`src/mbar_pkg.sv`:
```
package mbar_pkg;

	// ----------------------------------------
	// Function codes, exceptions and TCP port
	// ----------------------------------------
	localparam logic [7:0]  FC_READ_HOLD     = 8'h03;
	localparam logic [7:0]  FC_READ_INPUT    = 8'h04;
	localparam logic [7:0]  FC_EXC_FLAG      = 8'h80;
	localparam logic [7:0]  EXC_BAD_FUNC     = 8'h01;
	localparam logic [7:0]  EXC_BAD_ADDR     = 8'h02;
	localparam logic [15:0] MODBUS_TCP_PORT  = 16'h01f6;

	// ----------------------------------------
	// Accepted ranges per value format
	// ----------------------------------------
	localparam logic [15:0] ADDR_MAX_FLOAT   = 16'h000e;
	localparam logic [15:0] ADDR_MAX_COUNT   = 16'h000e;
	localparam logic [15:0] QTY_MIN          = 16'h0001;
	localparam logic [15:0] QTY_MAX_FLOAT    = 16'h0008;
	localparam logic [15:0] QTY_MAX_COUNT    = 16'h0010;

	// ----------------------------------------
	// Frame layout and size defaults
	// ----------------------------------------
	localparam logic [2:0]  REQ_POS_FC       = 3'h0;
	localparam logic [2:0]  REQ_POS_ADDR_HI  = 3'h1;
	localparam logic [2:0]  REQ_POS_ADDR_LO  = 3'h2;
	localparam logic [2:0]  REQ_POS_QTY_HI   = 3'h3;
	localparam logic [2:0]  REQ_POS_QTY_LO   = 3'h4;
	localparam int          DEF_NUM_CH       = 8;
	localparam int          DEF_ARR_DEPTH    = 16;

	// ----------------------------------------
	// State machines
	// ----------------------------------------
	typedef enum logic [4:0] {
		SLV_IDLE = 5'h01,
		SLV_FC   = 5'h02,
		SLV_BC   = 5'h04,
		SLV_DATA = 5'h08,
		SLV_EXC  = 5'h10
	} mbar_slv_e;

	typedef enum logic [5:0] {
		MST_IDLE = 6'h01,
		MST_SEND = 6'h02,
		MST_FC   = 6'h04,
		MST_BC   = 6'h08,
		MST_DATA = 6'h10,
		MST_EXC  = 6'h20
	} mbar_mst_e;

endpackage

```
`src/mbar_mem_if.sv`:
```
`timescale 1ns/100ps
interface mbar_mem_if #(
	parameter int AW = 4,
	parameter int DW = 16
);
	logic          wr_en;
	logic [AW-1:0] wr_addr;
	logic [DW-1:0] wr_data;
	logic [AW-1:0] rd_addr;
	logic [DW-1:0] rd_data;

	modport ctrl (output wr_en, output wr_addr, output wr_data, output rd_addr, input rd_data);
	modport mem  (input wr_en, input wr_addr, input wr_data, input rd_addr, output rd_data);
endinterface

```
`src/mbar_regmem.sv`:
```
`timescale 1ns/100ps
module mbar_regmem #(
	parameter int DEPTH = 16,
	parameter int AW    = 4,
	parameter int DW    = 16
) (
	input wire logic ref_clk_i,
	input wire logic sys_rst_i,
	mbar_mem_if.mem  port
);
	// Index must reach every stored word
	if ((1 << AW) < DEPTH || DW < 1) begin : g_chk
		$error("mbar_regmem: AW too narrow for DEPTH or DW zero");
	end
	// ----------------------------------------
	// Storage, registered read
	// ----------------------------------------
	logic [DW-1:0] mem_q [DEPTH];

	always_ff @(posedge ref_clk_i) begin
		if (port.wr_en) begin
			mem_q[port.wr_addr] <= port.wr_data;
		end
		if (sys_rst_i) begin
			port.rd_data <= '0;
		end else begin
			port.rd_data <= mem_q[port.rd_addr];
		end
	end
endmodule

```
`src/mbar_top.sv`:
```
`timescale 1ns/100ps
module mbar_top #(
	parameter int NUM_CH    = mbar_pkg::DEF_NUM_CH,
	parameter int ARR_DEPTH = mbar_pkg::DEF_ARR_DEPTH,
	parameter int AW        = $clog2(mbar_pkg::DEF_ARR_DEPTH)
) (
	input  wire logic                  ref_clk_i,
	input  wire logic                  sys_rst_i,
	input  wire logic                  value_format_select_i,
	input  wire logic                  function_swap_select_i,
	input  wire logic [NUM_CH*32-1:0]  an_float_i,
	input  wire logic [NUM_CH*16-1:0]  an_count_i,
	input  wire logic [NUM_CH*32-1:0]  ao_float_i,
	input  wire logic [NUM_CH*16-1:0]  ao_count_i,
	input  wire logic                  rx_valid_i,
	input  wire logic [7:0]            rx_data_i,
	input  wire logic [15:0]           rx_port_i,
	output logic                       rx_ready_o,
	output logic                       tx_valid_o,
	output logic [7:0]                 tx_data_o,
	output logic                       tx_last_o,
	output logic [15:0]                tx_port_o,
	input  wire logic                  tx_ready_i,
	input  wire logic                  modbus_send_command_i,
	input  wire logic [7:0]            mst_fc_i,
	input  wire logic [15:0]           mst_addr_i,
	input  wire logic [15:0]           mst_qty_i,
	output logic                       mst_tx_valid_o,
	output logic [7:0]                 mst_tx_data_o,
	output logic                       mst_tx_last_o,
	input  wire logic                  mst_tx_ready_i,
	input  wire logic                  mst_rx_valid_i,
	input  wire logic [7:0]            mst_rx_data_i,
	input  wire logic [15:0]           mst_rx_port_i,
	output logic                       mst_busy_o,
	output logic                       mst_done_o,
	output logic [7:0]                 response_function_query_o,
	output logic [7:0]                 exception_code_query_o,
	input  wire logic [AW-1:0]         analog_array_addr_i,
	output logic [15:0]                analog_array_data_o
);
	// ----------------------------------------
	// Elaboration checks
	// ----------------------------------------
	// Register map only spans eight channels; array must hold a full reply
	if (NUM_CH < 1 || NUM_CH > 8 || ARR_DEPTH < 16 || (1 << AW) < ARR_DEPTH) begin : g_chk
		$error("mbar_top: unsupported NUM_CH, ARR_DEPTH or AW");
	end

	// ----------------------------------------
	// State
	// ----------------------------------------
	typedef struct packed {
		mbar_pkg::mbar_slv_e sst;
		logic [2:0]          rcnt;
		logic [7:0]          fc;
		logic [15:0]         addr;
		logic [15:0]         qty;
		logic [7:0]          exc;
		logic [5:0]          idx;
		logic [7:0]          tx_data;
		mbar_pkg::mbar_mst_e mst;
		logic [2:0]          mcnt;
		logic [7:0]          mfc;
		logic [15:0]         maddr;
		logic [15:0]         mqty;
		logic [7:0]          mtx_data;
		logic [7:0]          bc;
		logic [7:0]          mbytes;
		logic [7:0]          hi;
		logic [7:0]          resp_fc;
		logic [7:0]          resp_exc;
		logic                done;
	} mbar_state_s;
	mbar_state_s r_reg;
	mbar_state_s r_next;
	mbar_mem_if #(.AW(AW), .DW(16)) mem_bus ();
	// Register word at a map address; unused channels read zero
	function automatic logic [15:0] mbar_fetch(
		input logic                 counts,
		input logic [15:0]          regno,
		input logic [NUM_CH*32-1:0] flt,
		input logic [NUM_CH*16-1:0] cnt
	);
		logic [15:0] ch, w;
		ch = counts ? regno : (regno >> 1);
		w  = 16'h0000;
		for (int i = 0; i < NUM_CH; i++) begin
			if (ch == 16'(i)) begin
				// Counts one word per channel, float high word at even address
				w = counts ? cnt[i*16 +: 16] :
					(regno[0] ? flt[i*32 +: 16] : flt[i*32+16 +: 16]);
			end
		end
		return w;
	endfunction
	// ----------------------------------------
	// Next state
	// ----------------------------------------
	logic        use_an, counts;
	logic [15:0] qty_in, regno, word;
	logic [5:0]  nidx, last_idx;
	always_comb begin
		r_next          = r_reg;
		r_next.done     = 1'b0;
		counts          = value_format_select_i;
		use_an          = (r_reg.fc == mbar_pkg::FC_READ_HOLD) ^ function_swap_select_i;
		qty_in          = {r_reg.qty[15:8], rx_data_i};
		last_idx        = 6'(({r_reg.qty[4:0], 1'b0}) - 6'h01);
		nidx            = (r_reg.sst == mbar_pkg::SLV_DATA) ? 6'(r_reg.idx + 6'h01) : 6'h00;
		regno           = 16'(r_reg.addr + 16'(nidx[5:1]));
		word            = use_an ? mbar_fetch(counts, regno, an_float_i, an_count_i)
		                         : mbar_fetch(counts, regno, ao_float_i, ao_count_i);
		mem_bus.wr_en   = 1'b0;
		mem_bus.wr_addr = AW'(r_reg.mbytes >> 1);
		mem_bus.wr_data = {r_reg.hi, mst_rx_data_i};
		mem_bus.rd_addr = analog_array_addr_i;
		case (r_reg.sst)
		mbar_pkg::SLV_IDLE: begin
			if (rx_valid_i && rx_port_i == mbar_pkg::MODBUS_TCP_PORT) begin
				r_next.rcnt = 3'(r_reg.rcnt + 3'h1);
				case (r_reg.rcnt)
				mbar_pkg::REQ_POS_FC:      r_next.fc = rx_data_i;
				mbar_pkg::REQ_POS_ADDR_HI: r_next.addr[15:8] = rx_data_i;
				mbar_pkg::REQ_POS_ADDR_LO: r_next.addr[7:0] = rx_data_i;
				mbar_pkg::REQ_POS_QTY_HI:  r_next.qty[15:8] = rx_data_i;
				default: begin
					r_next.qty  = qty_in;
					r_next.rcnt = 3'h0;
					r_next.sst  = mbar_pkg::SLV_FC;
					r_next.exc  = 8'h00;
					if (r_reg.fc != mbar_pkg::FC_READ_HOLD && r_reg.fc != mbar_pkg::FC_READ_INPUT) begin
						r_next.exc = mbar_pkg::EXC_BAD_FUNC;
					end else if (counts ?
						(r_reg.addr > mbar_pkg::ADDR_MAX_COUNT || qty_in < mbar_pkg::QTY_MIN ||
						 qty_in > mbar_pkg::QTY_MAX_COUNT) :
						(r_reg.addr > mbar_pkg::ADDR_MAX_FLOAT || qty_in < mbar_pkg::QTY_MIN ||
						 qty_in > mbar_pkg::QTY_MAX_FLOAT)) begin
						r_next.exc = mbar_pkg::EXC_BAD_ADDR;
					end
					r_next.tx_data = (r_next.exc != 8'h00) ? (r_reg.fc | mbar_pkg::FC_EXC_FLAG)
					                                       : r_reg.fc;
				end
				endcase
			end
		end
		mbar_pkg::SLV_FC: begin
			if (tx_ready_i) begin
				if (r_reg.exc != 8'h00) begin
					r_next.sst     = mbar_pkg::SLV_EXC;
					r_next.tx_data = r_reg.exc;
				end else begin
					r_next.sst     = mbar_pkg::SLV_BC;
					r_next.tx_data = {r_reg.qty[6:0], 1'b0};
				end
			end
		end
		mbar_pkg::SLV_BC: begin
			if (tx_ready_i) begin
				r_next.sst     = mbar_pkg::SLV_DATA;
				r_next.idx     = 6'h00;
				r_next.tx_data = word[15:8];
			end
		end
		mbar_pkg::SLV_DATA: begin
			if (tx_ready_i) begin
				if (r_reg.idx == last_idx) begin
					r_next.sst = mbar_pkg::SLV_IDLE;
				end else begin
					r_next.idx     = nidx;
					r_next.tx_data = nidx[0] ? word[7:0] : word[15:8];
				end
			end
		end
		mbar_pkg::SLV_EXC: begin
			if (tx_ready_i) begin
				r_next.sst = mbar_pkg::SLV_IDLE;
			end
		end
		default: r_next.sst = mbar_pkg::SLV_IDLE;
		endcase
		case (r_reg.mst)
		mbar_pkg::MST_IDLE: begin
			if (modbus_send_command_i) begin
				r_next.mst      = mbar_pkg::MST_SEND;
				r_next.mfc      = mst_fc_i;
				r_next.maddr    = mst_addr_i;
				r_next.mqty     = mst_qty_i;
				r_next.mcnt     = 3'h0;
				r_next.mtx_data = mst_fc_i;
			end
		end
		mbar_pkg::MST_SEND: begin
			if (mst_tx_ready_i) begin
				r_next.mcnt = 3'(r_reg.mcnt + 3'h1);
				case (r_reg.mcnt)
				mbar_pkg::REQ_POS_FC:      r_next.mtx_data = r_reg.maddr[15:8];
				mbar_pkg::REQ_POS_ADDR_HI: r_next.mtx_data = r_reg.maddr[7:0];
				mbar_pkg::REQ_POS_ADDR_LO: r_next.mtx_data = r_reg.mqty[15:8];
				mbar_pkg::REQ_POS_QTY_HI:  r_next.mtx_data = r_reg.mqty[7:0];
				default:                   r_next.mst = mbar_pkg::MST_FC;
				endcase
			end
		end
		mbar_pkg::MST_FC: begin
			if (mst_rx_valid_i && mst_rx_port_i == mbar_pkg::MODBUS_TCP_PORT) begin
				r_next.resp_fc  = mst_rx_data_i;
				r_next.resp_exc = 8'h00;
				r_next.mst      = mst_rx_data_i[7] ? mbar_pkg::MST_EXC : mbar_pkg::MST_BC;
			end
		end
		mbar_pkg::MST_BC: begin
			if (mst_rx_valid_i && mst_rx_port_i == mbar_pkg::MODBUS_TCP_PORT) begin
				r_next.bc     = mst_rx_data_i;
				r_next.mbytes = 8'h00;
				if (mst_rx_data_i == 8'h00) begin
					r_next.mst  = mbar_pkg::MST_IDLE;
					r_next.done = 1'b1;
				end else begin
					r_next.mst = mbar_pkg::MST_DATA;
				end
			end
		end
		mbar_pkg::MST_DATA: begin
			if (mst_rx_valid_i && mst_rx_port_i == mbar_pkg::MODBUS_TCP_PORT) begin
				r_next.mbytes = 8'(r_reg.mbytes + 8'h01);
				if (!r_reg.mbytes[0]) begin
					r_next.hi = mst_rx_data_i;
				end else begin
					// Overflow past the array is dropped rather than wrapped
					mem_bus.wr_en = ((r_reg.mbytes >> 1) < 8'(ARR_DEPTH));
				end
				if (8'(r_reg.mbytes + 8'h01) == r_reg.bc) begin
					r_next.mst  = mbar_pkg::MST_IDLE;
					r_next.done = 1'b1;
				end
			end
		end
		mbar_pkg::MST_EXC: begin
			if (mst_rx_valid_i && mst_rx_port_i == mbar_pkg::MODBUS_TCP_PORT) begin
				r_next.resp_exc = mst_rx_data_i;
				r_next.mst      = mbar_pkg::MST_IDLE;
				r_next.done     = 1'b1;
			end
		end
		default: r_next.mst = mbar_pkg::MST_IDLE;
		endcase
	end
	always_ff @(posedge ref_clk_i) begin
		if (sys_rst_i) begin
			r_reg     <= '0;
			r_reg.sst <= mbar_pkg::SLV_IDLE;
			r_reg.mst <= mbar_pkg::MST_IDLE;
		end else begin
			r_reg <= r_next;
		end
	end
	// ----------------------------------------
	// Array and outputs
	// ----------------------------------------
	mbar_regmem #(.DEPTH(ARR_DEPTH), .AW(AW), .DW(16)) u_mem (
		.ref_clk_i (ref_clk_i),
		.sys_rst_i (sys_rst_i),
		.port      (mem_bus.mem)
	);

	assign analog_array_data_o       = mem_bus.rd_data;
	assign rx_ready_o                = (r_reg.sst == mbar_pkg::SLV_IDLE);
	assign tx_valid_o                = (r_reg.sst != mbar_pkg::SLV_IDLE);
	assign tx_data_o                 = r_reg.tx_data;
	assign tx_last_o                 = (r_reg.sst == mbar_pkg::SLV_EXC) ||
	                                   (r_reg.sst == mbar_pkg::SLV_DATA && r_reg.idx == last_idx);
	assign tx_port_o                 = mbar_pkg::MODBUS_TCP_PORT;
	assign mst_tx_valid_o            = (r_reg.mst == mbar_pkg::MST_SEND);
	assign mst_tx_data_o             = r_reg.mtx_data;
	assign mst_tx_last_o             = (r_reg.mst == mbar_pkg::MST_SEND) &&
	                                   (r_reg.mcnt == mbar_pkg::REQ_POS_QTY_LO);
	assign mst_busy_o                = (r_reg.mst != mbar_pkg::MST_IDLE);
	assign mst_done_o                = r_reg.done;
	assign response_function_query_o = r_reg.resp_fc;
	assign exception_code_query_o    = r_reg.resp_exc;
endmodule

```
`config.mk`:
```
export PLATFORM = sky130hd
export DESIGN_NAME = mbar_top
export DESIGN_NICKNAME = d
export VERILOG_FILES = /design/src/mbar_pkg.sv /design/src/mbar_mem_if.sv /design/src/mbar_regmem.sv /design/src/mbar_top.sv
export SDC_FILE = /design/constraint.sdc
export NUM_CORES = 1
export LEC_CHECK = 0
export BUFFER_PORTS_ARGS = -buffer_cell sky130_fd_sc_hd__buf_2
export CAP_MARGIN = 40
export CORE_AREA = 2 2 368 370
export DETAILED_ROUTE_END_ITERATION = 16
export DIE_AREA = 0 0 370 372
export GPL_TIMING_DRIVEN = 0
export SLEW_MARGIN = 10
export SYNTH_ARGS = -nofsm -noshare
export SYNTH_HDL_FRONTEND = slang
export SYNTH_SLANG_ARGS = --single-unit
```
`constraint.sdc`:
```
create_clock -name ref_clk_i -period 5 [get_ports ref_clk_i]
set_input_delay 0.25 -clock ref_clk_i [delete_from_list [all_inputs] [get_ports ref_clk_i]]
set_output_delay 0.25 -clock ref_clk_i [all_outputs]
set_load 0.05 [all_outputs]
```
* Word-level counts from Yosys, hierarchy flattened
Memories as Yosys holds them, arrays and structs flattened. A register that Yosys moved wholly into a read port is not among the register bits. Cells that the tools add are included.
Cells by class: add/subtract/negate cells 6, $lt $le $gt $ge 5, equal/unequal tests 51, mux-type cells 114, bitwise gates (word level) 3, reductions and logical operators 40
Operators with widths (number):
- 16-bit 2-to-1 mux | 52
- 8-bit 2-to-1 mux | 19
- 16-bit by 3-bit equality test with 1-bit output, second input constant | 4
- 8-bit one-hot mux with 4 select lines | 2
- 57-bit 2-to-1 mux | 1
- 56-bit 2-to-1 mux | 1
- 6-bit 2-to-1 mux | 8
- 8-bit one-hot mux with 2 select lines | 3
- 14-bit 2-to-1 mux | 3
- 6-bit one-hot mux with 6 select lines | 1
- 5-bit 2-to-1 mux | 7
- 16-bit by 2-bit equality test with 1-bit output, second input constant | 2
- 16-bit by 9-bit equality test with 1-bit output, second input constant | 2
- 16-bit by 4-bit greater-than comparator with 1-bit output, second input constant | 2
- 2-bit != test, second input constant | 14
- 3-bit AND reduction | 9
- 5-bit one-hot mux with 5 select lines | 1
- 9-bit 2-to-1 mux | 2
- 16-bit by 5-bit adder with 16-bit output | 1
- 16-bit by 1-bit equality test with 1-bit output, second input constant | 1
- 16-bit by 5-bit greater-than comparator with 1-bit output, second input constant | 1
- 16-bit logical NOT | 1
- 16-bit by 1-bit less-than comparator with 1-bit output, second input constant | 1
- 8-bit nonzero test | 2
- other kinds (45) | 79
Storage, ports and cells: flip-flop bits (word level) 168, RAM bits 256, input port bits 869, output and inout port bits 71, word-level logic and storage cells 242, memories 1
Memories:
- u_mem.mem_q | words 16, width 16, read ports 1, clocked after memory_dff 1, write ports 1, RTL line mbar_regmem.sv:18 | logic [DW-1:0] mem_q [DEPTH];

* Longest topological paths before layout
depth in word-level cells 18, gate-level depth with buffers 19, mapped depth without buffers 15

* Hierarchy
From an unflattened synthesis, not the netlist that was laid out.
Second synthesis, totals: cells, all modules 2574, area, all modules 25116.6 um^2
Modules (own cells, without submodules):
- mbar_top | instances 1, cells an instance 2131, area an instance 14978.1 um^2, seq. area each 3062.9 um^2
- mbar_regmem | instances 1, cells an instance 443, area an instance 10138.5 um^2, seq. area each 8007.7 um^2

* Worst setup path after synthesis
Ideal clock, no wire load.
path kind reg2reg, start point register r_reg[164] (netlist name), end point register r_reg (netlist bit tx_data_o[1]), library setup time 62 ps, arrival time 3977 ps, required time 4938 ps, setup slack 962 ps, stages on the path, launching flop included 19, buffers on the path 3, clock period less this slack 4038 ps, cells stage by stage dfxtp_1 > clkbuf_1 > nor2_1 > nand3_1 > inv_1 > and2_1 > ha_1 > fa_1 > a21oi_2 > o21a_1 > nor3_1 > o31a_1 > or3_1 > buf_2 > or4_4 > buf_6 > o21ai_1 > a21o_1 > a311o_1
Between the ends: longest elaborated chain between the ends 18, elaborated cells between the ends (all ways) 77, those cells by class add/sub (1); eq/ne (17); mux (56); reduce/logical (3)
Ends and longest elaborated chain:
- start, declared | RTL line mbar_top.sv:75 | mbar_state_s r_reg;
- start signal, assigned | RTL line mbar_top.sv:255 | r_reg <= r_next;
- 5-bit by 4-bit equality test with 1-bit output | RTL line mbar_top.sv:110, mbar_top.sv:118
- 6-bit 2-to-1 mux | RTL line mbar_top.sv:110 | nidx = (r_reg.sst == mbar_pkg::SLV_DATA) ? 6'(r_reg.idx + 6'h01) : 6'h00;
- 16-bit by 5-bit adder with 16-bit output | RTL line mbar_top.sv:111 | regno = 16'(r_reg.addr + 16'(nidx[5:1]));
- 16-bit 2-to-1 mux, on equally long branches | RTL line mbar_top.sv:86, mbar_top.sv:92
- 16-bit logical NOT / 16-bit 2-to-1 mux (equally long branches) | RTL line mbar_top.sv:89, mbar_top.sv:91
- 16-bit 2-to-1 mux (8 in series) | RTL line mbar_top.sv:89 | if (ch == 16'(i)) begin
- 16-bit 2-to-1 mux | RTL line mbar_top.sv:112 | word = use_an ? mbar_fetch(counts, regno, an_float_i, an_count_i)
- 8-bit 2-to-1 mux | RTL line mbar_top.sv:171 | r_next.tx_data = nidx[0] ? word[7:0] : word[15:8];
- 14-bit 2-to-1 mux | RTL line mbar_top.sv:167 | if (r_reg.idx == last_idx) begin
- 14-bit 2-to-1 mux | RTL line mbar_top.sv:166 | if (tx_ready_i) begin
- 8-bit one-hot mux with 4 select lines | RTL line mbar_top.sv:118 | case (r_reg.sst)
Several ways; a longest one is shown, not always the timed one. The select of a mux whose other input is x is not followed. A chain may end at the register's enable or synchronous reset.

* Worst setup path in the final report
start point register r_reg[163] (netlist name), end point register r_reg (netlist bit tx_data_o[4])
The elaborated chain is that of the path after synthesis.

==> out/qor.yml <==
sta:
  hold_viol: 0
  finalCritPeriodShare_pct: 97.1
  fin_ws_ps: 143
  timing.hold.ws_ps: 28.7
  tightest_slew_ps: 964
  rsz0062_at_grt: "true"
  final-max-slew-violation-count: 0
  max-slew-margin-rel_pct: 35.8
  fin_skew_ps: 40.7
  tns_ps: 0
  finalSetupViolCount: 0
  max_freq_ghz: 0.206
  period_minus_slack_ps: 4860
die:
  rows: 135
  pin_count: 940
  die_h_um: 372
  core_um2: 134000
  dieWidth_um: 370
  fp.dieArea_um2: 138000
  initial_utilization_pct: 18.7
pwr:
  ir_drop_uv: 260
  p_per_area_nw_per_um2: 262
  p_leak_uw: 0.0128
synth:
  synth_cells: 2546
  ys_seq_area_share_pct: 44.1
  dominantRegCellSynth: "edfxtp_1"
  syn_area_um2: 25100
  yosysWarnings: 0
  netlist.area_leader.share_pct: 30.6
  synthTopCellsByArea: "edfxtp_1 31%, dfxtp_1 13%, mux2i_1 10%"
  yosysTopAreaCell: "edfxtp_1"
  synth-async-reset-ratio_pct: 0
  synth_edf_count: 256
  yosysUniqueCellTypes: 82
  synth.avg_cell_area_um2: 9.87
  ys_seq_elements: 425
grt:
  antenna_found_initial: 122
  first_global_vias: 25567
  grt_max_degree: 24
  grt-ovfl-total: 0
  grtUsageTotal_pct: 23.8
  grt_pass1_wl_um: 220000
routing:
  dr.pass1.iters: 8
  vias_per_cell: 4.79
  drt_iter0_drc: 2521
  drc: 0
  ant_nets: 0
  via_count: 26420
  avgRoutedWirePerCell_um: 31.1
  finalWirelength_um: 172000
critical_path:
  cp.required_ps: 5430
  r2r_slack_ps: 140
  cp_max_fo: 10
  critPathCaptureType: "flip-flop"
  cp-start-kind: "flip-flop"
  crit_arrival_ps: 5290
  crit_type: "flip-flop to flip-flop"
finish:
  multi_input_area_um2: 13000
  final_cells: 5517
  seq_area_um2: 11100
  largest_reg_flops: 256
  most-common-layout-cells: "946 x buf_2, 347 x nand2_1, 256 x edfxtp_1"
  final_common_cell: "buf_2"
  area_delta_synth_final_pct: 40.5
  fill_cells: 14462
  nets: 4529
  drive_gt1_share_pct: 36.0
min_path:
  min_path_type: "primary input to flip-flop"
placement:
  gp_congestion: 0.972
  place_ws_ps: -1600
  dp_hpwl_um: 147000
  port_buffers: 913
  place_inst: 5336
flow_run:
  drv_cap: 0
outcome:
  status: "completed"
clock_tree:
  clock-sinks: 425
  numCtsBuffers: 47
  post_cts_buffers: 0
  cts_max_level: 2
  ctsLongestPathBuffers: 3
  clkTransAtPathRegs_ps: 60
  clock-root-buffer: "clkbuf_16"
  cts_tree: "done"
  clock_latency_ps: 610
==> cell usage after synthesis (20+ instances only) <==
master,count
a21oi_1,221
buf_4,49
buf_1,51
o21ai_0,142
nand3_1,40
buf_2,31
clkbuf_1,120
a22oi_1,25
a221oi_1,30
nor2b_1,23
mux4_2,82
inv_1,21
o211ai_1,125
nor3_1,20
nor2_1,223
edfxtp_1,256
mux2i_1,263
dfxtp_1,169
nand2_1,347
==> per-layer routing <==
metal  share of wire (%)  GRT usage, %
met2                  51          42.7
met4                 5.8          12.0
met3                 8.1          5.61
met1                  35          26.1
met5                0.16             0
==> path summary, 6_finish.rpt <==
kind	startpoint	to	cells past startpoint
setup reg to reg	r_reg[163]	tx_data_o[4]	16
hold / removal	tx_ready_i	r_reg[167]	3
hold reg to reg	r_reg[77]	r_reg[77]	2
setup / recovery	r_reg[163]	tx_data_o[4]	16
==> kinds of logic (layout without fill, tap and decap cells) <==
group	Yosys count	after routing	synth area share (%)
AO/OA/AOI/OAI	705	705	18.1
XOR/XNOR	30	30	1.05
adder cells (fa/ha/maj)	18	18	0.926
buffers and inverters	277	1398	5.12
flip-flops	425	425	44.1
multiplexers	349	349	18.0
other	2	71	0.0299
AND/OR/NAND/NOR	740	740	12.7
==> metrics by stage <==
step,area (µm²),total power [µW],util [%]
after floorplan,25200,4770,-
after global placement,32000,5650,23.8
after detailed placement,32900,5700,24.5
after CTS,35100,9320,26.1
after global routing,35200,9590,26.2
final,35300,9260,26.3
==> where the power goes <==
group | internal, µW | switching, µW | leakage [µW]
registers | 3790 | 54.8 | 0.00340
logic | 684 | 1140 | 0.00866
clock network | 2120 | 1470 | 0.000778
==> area by class of cell <==
cell class                 count  share of cell area (%)
tap                         1781                    6.31
clock buffer                  56                    3.46
timing repair buffer        1035                    16.6
antenna                       55                   0.390
buffer                       253                    3.65
sequential                   425                    31.4
inverter                      22                   0.234
clock inverter                32                    1.13
multi-input combinational   1858                    36.9
==> critical path, stage by stage (launching register included) <==
cell	delay, ps
dfxtp_1	350
nor2_1	250
nand3_2	270
inv_1	180
and2_1	190
ha_1	230
fa_1	470
clkbuf_2	220
mux2i_2	440
buf_2	380
buf_2	400
nor2_1	90
a21oi_1	240
a2bb2oi_1	420
o31ai_1	210
o211ai_1	210
o221ai_1	130
==> what timing repair did <==
action                                 CTS  global route
endpoints found under the hold margin   56             0
resized for setup                       64            15
hold buffers                            39             0
setup endpoints to repair                8             8
gates cloned                             0             0
pin swaps                                5             1
Note: power is estimated with default switching activity, not from simulation.
